[src/sms_params.svh]
// Register map, field positions, reset values and timing counts of the serial port.
`ifndef SMS_PARAMS_SVH
`define SMS_PARAMS_SVH

// ==========================================================================
// Register offsets
`define SMS_ADDR_STATUS  16'h4320
`define SMS_ADDR_TXD     16'h4322
`define SMS_ADDR_RXD     16'h4324
`define SMS_ADDR_CTL     16'h4326

// ==========================================================================
// Control fields
`define SMS_CTL_EN       0
`define SMS_CTL_MASTER   1
`define SMS_CTL_CLOCK_POLARITY_SELECT     2
`define SMS_CTL_CLOCK_PHASE_SELECT     3
`define SMS_CTL_TIE      4
`define SMS_CTL_RIE      5
`define SMS_CTL_LSB      8
`define SMS_CTL_CLKSRC   9
`define SMS_CTL_WMASK    16'h033f
`define SMS_CTL_RESET    16'h0000

// ==========================================================================
// Status fields and data resets
`define SMS_ST_TXE       0
`define SMS_ST_RXF       1
`define SMS_ST_BUSY      2
`define SMS_TXD_RESET    8'h00
`define SMS_RXD_RESET    8'h00
`define SMS_RD_ZERO      16'h0000

// ==========================================================================
// Timing: serial clock from the peripheral clock divided by four, 16 edges a byte.
`define SMS_PCLK_DIV     4
`define SMS_LAST_EDGE    4'hf
`define SMS_FIRST_EDGE   4'h0

`endif

[src/sms_pkg.sv]
// Types shared by the serial port modules.
package sms_pkg;

  typedef enum logic [0:0] {
    SMS_IDLE  = 1'b0,
    SMS_SHIFT = 1'b1
  } sms_state_t;

  typedef struct packed {
    logic [1:0] sync;
    logic       last;
    logic [7:0] cnt;
    logic       tick;
  } sms_tick_st_t;

  typedef struct packed {
    logic [15:0] ctl;
    logic [7:0]  tx_buf;
    logic        tx_empty;
    logic [7:0]  rx_buf;
    logic        rx_full;
    logic [7:0]  tx_sr;
    logic [7:0]  rx_sr;
    logic [3:0]  half;
    logic        loaded;
    sms_state_t  state;
    logic        busy;
    logic        sdo;
    logic        sclk;
    logic        sclk_oe;
    logic [1:0]  ss_sync;
    logic [1:0]  sck_sync;
    logic        sck_last;
    logic [1:0]  sdi_sync;
    logic        irq;
    logic [15:0] rdata;
  } sms_port_st_t;

endpackage

[src/sms_port.sv]
// Byte-wide synchronous serial port, master or slave, with its register file.
//
// The strobed register port was chosen for this implementation.
`include "sms_params.svh"

// Behaviour
// Master: busy rises at transfer start, holds during it, falls when done.
// Slave: busy bit shows select input, 1 while select is low.
// Receive-full sets on byte moved to buffer, clears on receive register read.
// Transmit-empty clears on transmit write, sets at load into shifter; resets 1.
// Master: transmit write starts transfer and clock; next byte may be queued.
// Slave: loaded byte shifts only on external clock edges.
// Transmit-empty interrupt pulses with the flag set when its enable is 1.
// Receive-full interrupt pulses when a byte reaches buffer if enabled.
// A new byte overwrites an unread receive buffer silently.
// Bit-order select: 1 LSB first, 0 MSB first; resets 0.
// Serial output drives high for 1, low for 0.
// Input bits are assembled into a byte and loaded into receive buffer.
// Clock source: 1 timer channel 1, 0 peripheral clock over four; resets 0.
// Polarity select: 1 clock active low, 0 active high; resets 0.
// Phase select with polarity picks the drive edge and the sample edge.
// Role select: 1 master drives clock, 0 slave takes external clock.
// Enable bit 1 runs the port, 0 stops it; resets 0.
// Software clears enable before changing phase, polarity or role.
// Software sets enable before writing transmit data.
// Software leaves control alone while busy or receive-full reads 1.
// Transmit-empty interrupt exists only in master role.
// Receive buffer loads only after exactly eight bits shifted in.
// Both causes share one interrupt line; status flags tell them apart.
// Reserved bits read 0 and ignore writes.
module sms_port #(
  parameter int CLK_DIV = `SMS_PCLK_DIV
) (
  // Clock and reset
  input  wire logic        ref_clk,
  input  wire logic        rstn,
  // Register port
  input  wire logic [15:0] reg_addr,
  input  wire logic [15:0] reg_wdata,
  input  wire logic        reg_wr,
  input  wire logic        reg_rd,
  output logic      [15:0] reg_rdata,
  // Serial pins and timer channel 1 clock
  input  wire logic        sclk_in,
  output logic             sclk_out,
  output logic             sclk_oe,
  output logic             sdo,
  input  wire logic        sdi,
  input  wire logic        slave_select_n,
  input  wire logic        timer_ch1_clk,
  // Request to the interrupt controller
  output logic             irq_req
);

  sms_pkg::sms_port_st_t s_q;
  sms_pkg::sms_port_st_t s_d;

  logic tick;
  logic en;
  logic master;
  logic clock_polarity_select;
  logic clock_phase_select;
  logic lsb;
  logic sel;
  logic start;
  logic edge_ev;
  logic tx_ev;
  logic rx_ev;
  logic samp;
  logic [7:0] rx_next;

  // ==========================================================================
  // Shift helpers
  function automatic logic out_bit(input logic [7:0] v, input logic lsb_first);
    return lsb_first ? v[0] : v[7];
  endfunction

  function automatic logic [7:0] shift_out(input logic [7:0] v, input logic lsb_first);
    return lsb_first ? {1'b0, v[7:1]} : {v[6:0], 1'b0};
  endfunction

  function automatic logic [7:0] shift_in(input logic [7:0] v, input logic b, input logic lsb_first);
    return lsb_first ? {b, v[7:1]} : {v[6:0], b};
  endfunction

  // Read decode; reserved bits and unmapped offsets return zero.
  function automatic logic [15:0] rd_value(input logic [15:0] a, input sms_pkg::sms_port_st_t st,
                                           input logic busy_bit);
    logic [15:0] v;
    v = `SMS_RD_ZERO;
    unique case (a)
      `SMS_ADDR_STATUS: begin
        v[`SMS_ST_TXE]  = st.tx_empty;
        v[`SMS_ST_RXF]  = st.rx_full;
        v[`SMS_ST_BUSY] = busy_bit;
      end
      `SMS_ADDR_TXD: v[7:0] = st.tx_buf;
      `SMS_ADDR_RXD: v[7:0] = st.rx_buf;
      `SMS_ADDR_CTL: v      = st.ctl;
      default:       v      = `SMS_RD_ZERO;
    endcase
    return v;
  endfunction

  // ==========================================================================
  // Serial clock source
  sms_tick_gen #(
    .DIV (CLK_DIV)
  ) u_tick (
    .ref_clk      (ref_clk),
    .rstn         (rstn),
    .clk_src_sel  (s_q.ctl[`SMS_CTL_CLKSRC]),
    .timer_clk_in (timer_ch1_clk),
    .tick         (tick)
  );

  // ==========================================================================
  // Next state
  always_comb begin
    s_d          = s_q;
    s_d.irq      = 1'b0;
    s_d.ss_sync  = {s_q.ss_sync[0], slave_select_n};
    s_d.sck_sync = {s_q.sck_sync[0], sclk_in};
    s_d.sck_last = s_q.sck_sync[1];
    s_d.sdi_sync = {s_q.sdi_sync[0], sdi};
    en      = s_q.ctl[`SMS_CTL_EN];
    master  = s_q.ctl[`SMS_CTL_MASTER];
    clock_polarity_select    = s_q.ctl[`SMS_CTL_CLOCK_POLARITY_SELECT];
    clock_phase_select    = s_q.ctl[`SMS_CTL_CLOCK_PHASE_SELECT];
    lsb     = s_q.ctl[`SMS_CTL_LSB];
    sel     = ~s_q.ss_sync[1];
    tx_ev   = 1'b0;
    rx_ev   = 1'b0;
    samp    = 1'b0;
    rx_next = s_q.rx_sr;
    start   = 1'b0;
    // Master counts its own ticks; slave counts each edge of the synchronised pin clock.
    edge_ev = master ? (s_q.state == sms_pkg::SMS_SHIFT && tick)
                     : (sel && (s_q.sck_sync[1] ^ s_q.sck_last));
    s_d.sclk_oe = en & master;

    if (!en) begin
      // Stopping mid-byte drops the byte; the clock parks at its idle level.
      s_d.state  = sms_pkg::SMS_IDLE;
      s_d.half   = `SMS_FIRST_EDGE;
      s_d.loaded = 1'b0;
      s_d.busy   = 1'b0;
      s_d.sclk   = clock_polarity_select;
    end else if (!master && !sel) begin
      s_d.half   = `SMS_FIRST_EDGE;
      s_d.loaded = 1'b0;
      s_d.state  = sms_pkg::SMS_IDLE;
    end else begin
      // The idle clock tracks polarity, so the pin is right when its driver turns on.
      if (s_q.state == sms_pkg::SMS_IDLE) begin
        s_d.sclk = clock_polarity_select;
      end
      start = master ? (s_q.state == sms_pkg::SMS_IDLE && !s_q.tx_empty)
                     : !s_q.loaded;
      if (start) begin
        s_d.tx_sr  = s_q.tx_buf;
        s_d.loaded = 1'b1;
        s_d.state  = sms_pkg::SMS_SHIFT;
        s_d.busy   = master;
        s_d.half   = `SMS_FIRST_EDGE;
        s_d.sclk   = clock_polarity_select;
        if (!s_q.tx_empty) begin
          s_d.tx_empty = 1'b1;
          tx_ev        = master;
        end
        if (!clock_phase_select) begin
          // Phase 0 puts the first bit out before the first edge.
          s_d.sdo   = out_bit(s_q.tx_buf, lsb);
          s_d.tx_sr = shift_out(s_q.tx_buf, lsb);
        end
      end else if (edge_ev) begin
        if (master) begin
          s_d.sclk = ~s_q.sclk;
        end
        // Even counts are leading edges; phase decides whether they sample or drive.
        samp = ~s_q.half[0] ^ clock_phase_select;
        if (samp) begin
          rx_next    = shift_in(s_q.rx_sr, s_q.sdi_sync[1], lsb);
          s_d.rx_sr  = rx_next;
        end else if (!(clock_phase_select == 1'b0 && s_q.half == `SMS_LAST_EDGE)) begin
          s_d.sdo   = out_bit(s_q.tx_sr, lsb);
          s_d.tx_sr = shift_out(s_q.tx_sr, lsb);
        end
        if (s_q.half == `SMS_LAST_EDGE) begin
          s_d.rx_buf = rx_next;
          rx_ev      = 1'b1;
          s_d.half   = `SMS_FIRST_EDGE;
          s_d.loaded = 1'b0;
          s_d.state  = sms_pkg::SMS_IDLE;
          s_d.busy   = 1'b0;
        end else begin
          s_d.half = s_q.half + 4'h1;
        end
      end
    end

    // ------------------------------------------------------------------------
    // Register writes; a write in the load cycle queues the next byte.
    if (reg_wr) begin
      if (reg_addr == `SMS_ADDR_TXD) begin
        s_d.tx_buf   = reg_wdata[7:0];
        s_d.tx_empty = 1'b0;
      end else if (reg_addr == `SMS_ADDR_CTL) begin
        s_d.ctl = reg_wdata & `SMS_CTL_WMASK;
      end
    end

    // Reads answer the cycle after the strobe and are zero otherwise.
    s_d.rdata = reg_rd ? rd_value(reg_addr, s_q, master ? s_q.busy : sel) : `SMS_RD_ZERO;
    if (reg_rd && reg_addr == `SMS_ADDR_RXD) begin
      s_d.rx_full = 1'b0;
    end
    // A byte completing in the read cycle keeps the flag set.
    if (rx_ev) begin
      s_d.rx_full = 1'b1;
    end

    // Both causes share one pulse; software reads the flags to tell them apart.
    s_d.irq = (tx_ev & s_q.ctl[`SMS_CTL_TIE]) | (rx_ev & s_q.ctl[`SMS_CTL_RIE]);
  end

  // ==========================================================================
  // State register
  always_ff @(posedge ref_clk) begin
    if (!rstn) begin
      s_q          <= '0;
      s_q.ctl      <= `SMS_CTL_RESET;
      s_q.tx_buf   <= `SMS_TXD_RESET;
      s_q.rx_buf   <= `SMS_RXD_RESET;
      s_q.tx_empty <= 1'b1;
      s_q.ss_sync  <= 2'h3;
      s_q.sck_sync <= 2'h0;
    end else begin
      s_q <= s_d;
    end
  end

  assign reg_rdata = s_q.rdata;
  assign sclk_out  = s_q.sclk;
  assign sclk_oe   = s_q.sclk_oe;
  assign sdo       = s_q.sdo;
  assign irq_req   = s_q.irq;
endmodule

[src/sms_tick_gen.sv]
// Half-period tick source for the serial clock in master role.
`include "sms_params.svh"

module sms_tick_gen #(
  parameter int DIV = `SMS_PCLK_DIV
) (
  // Clock and reset
  input  wire logic ref_clk,
  input  wire logic rstn,
  // Source select and timer channel input
  input  wire logic clk_src_sel,
  input  wire logic timer_clk_in,
  // Tick out, one cycle per serial clock edge
  output logic      tick
);

  localparam logic [7:0] HALF_M1 = 8'(DIV / 2 - 1);

  sms_pkg::sms_tick_st_t s_q;
  sms_pkg::sms_tick_st_t s_d;

  // ==========================================================================
  // Next state
  always_comb begin
    s_d      = s_q;
    s_d.sync = {s_q.sync[0], timer_clk_in};
    s_d.last = s_q.sync[1];
    s_d.tick = 1'b0;
    if (clk_src_sel) begin
      // Each edge of the timer output is one half period of the serial clock.
      s_d.tick = s_q.sync[1] ^ s_q.last;
      s_d.cnt  = '0;
    end else if (s_q.cnt == HALF_M1) begin
      s_d.cnt  = '0;
      s_d.tick = 1'b1;
    end else begin
      s_d.cnt = s_q.cnt + 8'h01;
    end
  end

  always_ff @(posedge ref_clk) begin
    if (!rstn) begin
      s_q <= '0;
    end else begin
      s_q <= s_d;
    end
  end

  assign tick = s_q.tick;

endmodule

[config.mk]
export PLATFORM = sky130hd
export DESIGN_NAME = sms_port
export DESIGN_NICKNAME = d
export VERILOG_FILES = /design/src/sms_pkg.sv /design/src/sms_port.sv /design/src/sms_tick_gen.sv
export VERILOG_INCLUDE_DIRS = /design/src
export SDC_FILE = /design/constraint.sdc
export NUM_CORES = 1
export LEC_CHECK = 0
export BUFFER_PORTS_ARGS = -buffer_cell sky130_fd_sc_hd__buf_2
export CAP_MARGIN = 20
export CORE_ASPECT_RATIO = 1.1
export CORE_MARGIN = 1
export CORE_UTILIZATION = 42
export CTS_CLUSTER_DIAMETER = 50
export DETAILED_ROUTE_END_ITERATION = 8
export GPL_ROUTABILITY_DRIVEN = 0
export MAX_ROUTING_LAYER = met4
export PLACE_DENSITY_LB_ADDON = 0.3
export REMOVE_ABC_BUFFERS = 1
export SYNTH_ARGS = -nofsm -noshare
export SYNTH_HDL_FRONTEND = slang
export SYNTH_SLANG_ARGS = --single-unit
[constraint.sdc]
create_clock -name ref_clk -period 4.4 [get_ports ref_clk]
set_input_delay 0.44 -clock ref_clk [delete_from_list [all_inputs] [get_ports ref_clk]]
set_output_delay 0.44 -clock ref_clk [all_outputs]
set_load 0.01 [all_outputs]
==> metrics.md <==
| Metric | Value |
|---|---|
| Status | complete, no violations |
| Fin crit period | between 2000 and 2500 ps |
| Startpoint Class | flip-flop |
| Sequential share of the synthesized area | 0.426 |
| Wire length per cell | 15.3 µm |
| Post-Syn Area | roughly 0.0038 mm² |
| Pwr per Cell Area | 321 mW/mm² |
| Hold depth | 2 |
| Most common cell in the netlist | dfxtp_1 |
| Leakage | ~1.5 nW |
| Pin count of the biggest net entering global routing | 40 |
| WL final | ~8.9 mm |
| Critical path class | reg -> reg |
| Die ar. | roughly 0.0095 mm² |
| Buf/Inv on CP | 0 |
| Async S/R FF share, synth | 0 |
| Die width | 92.8 µm |
| Final worst-path cycle share | 0.537 |
| Final Max Slew Viols | 0 |
| CP max stage cell | xor2_2 |
| Non-filler cells, final | approximately 580 |
| Crit-path leading delay family | compound AO/OA/AOI/OAI gates |
| EDFF count, synth | 0 |
| Synth area leaders | dfxtp_1 43%, mux2i_1 8.9%, nand2_1 5.3% |
| 1st-iter DRT viols | about 180 |
| Max Clock Freq | 423 MHz |
| Layout cells sized above 1 | 0.171 |
| #FFs+latches synth | between 80 and 90 |
| First-pass GRT wire length | approximately 14 mm |
| CP arrival | approximately 2600 ps |
| CTS clk-pin slew, worst paths | around 80 ps |
| Critical Path End Type | flip-flop |
| Crit path depth | 5 |
| Clock insertion delay at the later pin of the skew report | 360 ps |
| Max transition margin | 0.502 |
| Max cap viols | 0 |
| Clock Tree Buf Depth | 2 |
| H-tree depth | 3 |
| Area leader, netlist | dfxtp_1 |
| Nets@finish | a little over 500 |
| CTS sink cnt | between 80 and 90 |
| CP max stage delay | 570 ps |
| RSZ-0062 raised after global routing | no |
| Residual DRC | 0 |
| Congestion Overflow GR | 0 |
| Hold crit path type | in -> reg |
| R2R depth | 5 |
| Mean Syn Cell Area | between 8 and 9 µm² |
| Hpwl dp | just over 6 mm |
| Worst-path cell chain | xor2_2 > nand2_1 > o31ai_4 > nor2_1 > a2111oi_2 |
| Most frequent cells after synthesis | 81 x dfxtp_1, 54 x nand2_1, 41 x nor2_1, 34 x mux2i_1, 31 x a21oi_1 |
| Port Buffer Count | 47 |
| DP Cell Count | between 500 and 600 |
| Synth cell types | 50 |
| Final setup vio count | 0 |
| Root Buffer | clkbuf_8 |
| VDD IR-drop max | ~210 µV |
| Setup TNS | 0 ps |
| Actual slew at the worst max-slew pin | ~750 ps |
| Initial antenna violation count | 0 |
| Site Rows | 36 |
| Number of post-CTS setup repair buffers | 0 |
| Total CTS buffers | 9 |
| Floorplan die height | slightly above 100 µm |
| Mapped Cells | around 440 |
| Ys flop type | dfxtp_1 |
| Core ar. | roughly 0.009 mm² |
| Starting Density | 0.431 |
| DR vias | ~3100 |
| Final Skew | 4.21 ps |
| Area share of the largest cell type after synthesis | 0.426 |
| Global Route Usage Sum | 0.204 |
| Worst Path Max Fanout | 17 |
| Vias in the first global route | slightly below 3000 |
| Drt pass-1 iters | 4 |
| # diodes | 0 |
| WP data required | 4660 ps |
| CTS tree | built |
| Area Growth Syn to Fin | 10.1% |
| Ys Warns | 0 |
| Final hold vios | 0 |
| IO Pins | 60 |
| DR vias/cell | approximately 5.4 |
| Post-CTS Hold Fix Bufs | 0 |
| Antenna-violating nets left | 0 |
| Resized cells post-CTS | 0 |
[power breakdown]
group / switching [mW] / total, mW / internal (mW) / leakage, nW
Sequential: 0.00684 / 0.747 / 0.741 / 0.655
Combinational: 0.0355 / 0.0595 / 0.0239 / 0.773
Clock: 0.278 / 0.538 / 0.261 / 0.0912
[worst paths after layout]
path	startpoint	slack, ps	end
max	s_q[30]	2040	s_q[49]
min	timer_ch1_clk	280	u_tick.s_d[11]
max reg2reg	s_q[30]	2040	s_q[49]
min reg2reg	s_d[23]	440	s_q[23]
[metal layers]
layer  track usage  wire length [µm]
met1         0.246              3910
met2         0.337              4420
met3        0.0424               401
met4        0.0793               176
met5             -                 0
[area by class of cell]
type | instances | area (µm²)
Multi-Input combinational cell | 316 | 1960
Timing Repair Buffer | 50 | 258
Clock inverter | 7 | 71.3
Fill cell | 906 | 4630
Sequential cell | 81 | 1620
Tap cell | 114 | 143
Inverter | 4 | 15.0
Clock buffer | 9 | 124
[cells in the final DEF, fill, tap and decap left out, types with 5 or more instances in the layout]
master	instances
dfxtp_1	81
nand2_1	54
buf_2	47
nor2_1	41
mux2i_1	34
a21oi_1	31
nand3_1	24
o21ai_0	23
and2_1	12
clkbuf_8	9
and3_1	7
a22oi_1	7
mux2_2	7
xor2_1	6
a32oi_1	6
conb_1	6
nand2b_1	5
a211oi_1	5
[logic make-up (layout without fill, tap and decap cells)]
logic type	count (synthesis)	after routing	share of synthesized area
AO/OA/AOI/OAI	90	90	0.150
XOR/XNOR	11	11	0.0273
adder cells (fa/ha/maj)	3	3	0.00986
buffers and inverters	45	70	0.0641
flip-flops	81	81	0.426
multiplexers	42	42	0.116
other	1	6	0.000985
AND/OR/NAND/NOR	164	164	0.206
[sequential cells by signal, summed over array words and instances, names as in the netlist]
signal	count
clock_phase_select	1
master	1
sclk_out	1
s_d	4
u_tick.tick	1
u_tick.s_d	2
u_tick.s_q	9
irq_req	1
en	1
reg_rdata	10
sclk_oe	1
s_q	46
sdo	1
lsb	1
clock_polarity_select	1
[through the flow]
| stage | utilization | cell area, µm² | hold WS (ps) | setup WS [ps] | power, mW |
|---|---|---|---|---|---|
| 2_1_floorplan | - | 3600 | 386 | 2250 | 0.791 |
| 4_1_cts | 0.475 | 4190 | 270 | 2010 | 1.36 |
| 6_report | 0.475 | 4190 | 281 | 2040 | 1.35 |
| 5_1_grt | 0.475 | 4190 | 272 | 1820 | 1.40 |
| 3_5_place_dp | 0.453 | 4000 | 420 | 2010 | 0.825 |
| 3_3_place_gp | 0.453 | 4000 | 396 | 2160 | 0.822 |
No activity file was read; power rests on OpenSTA's default activity.
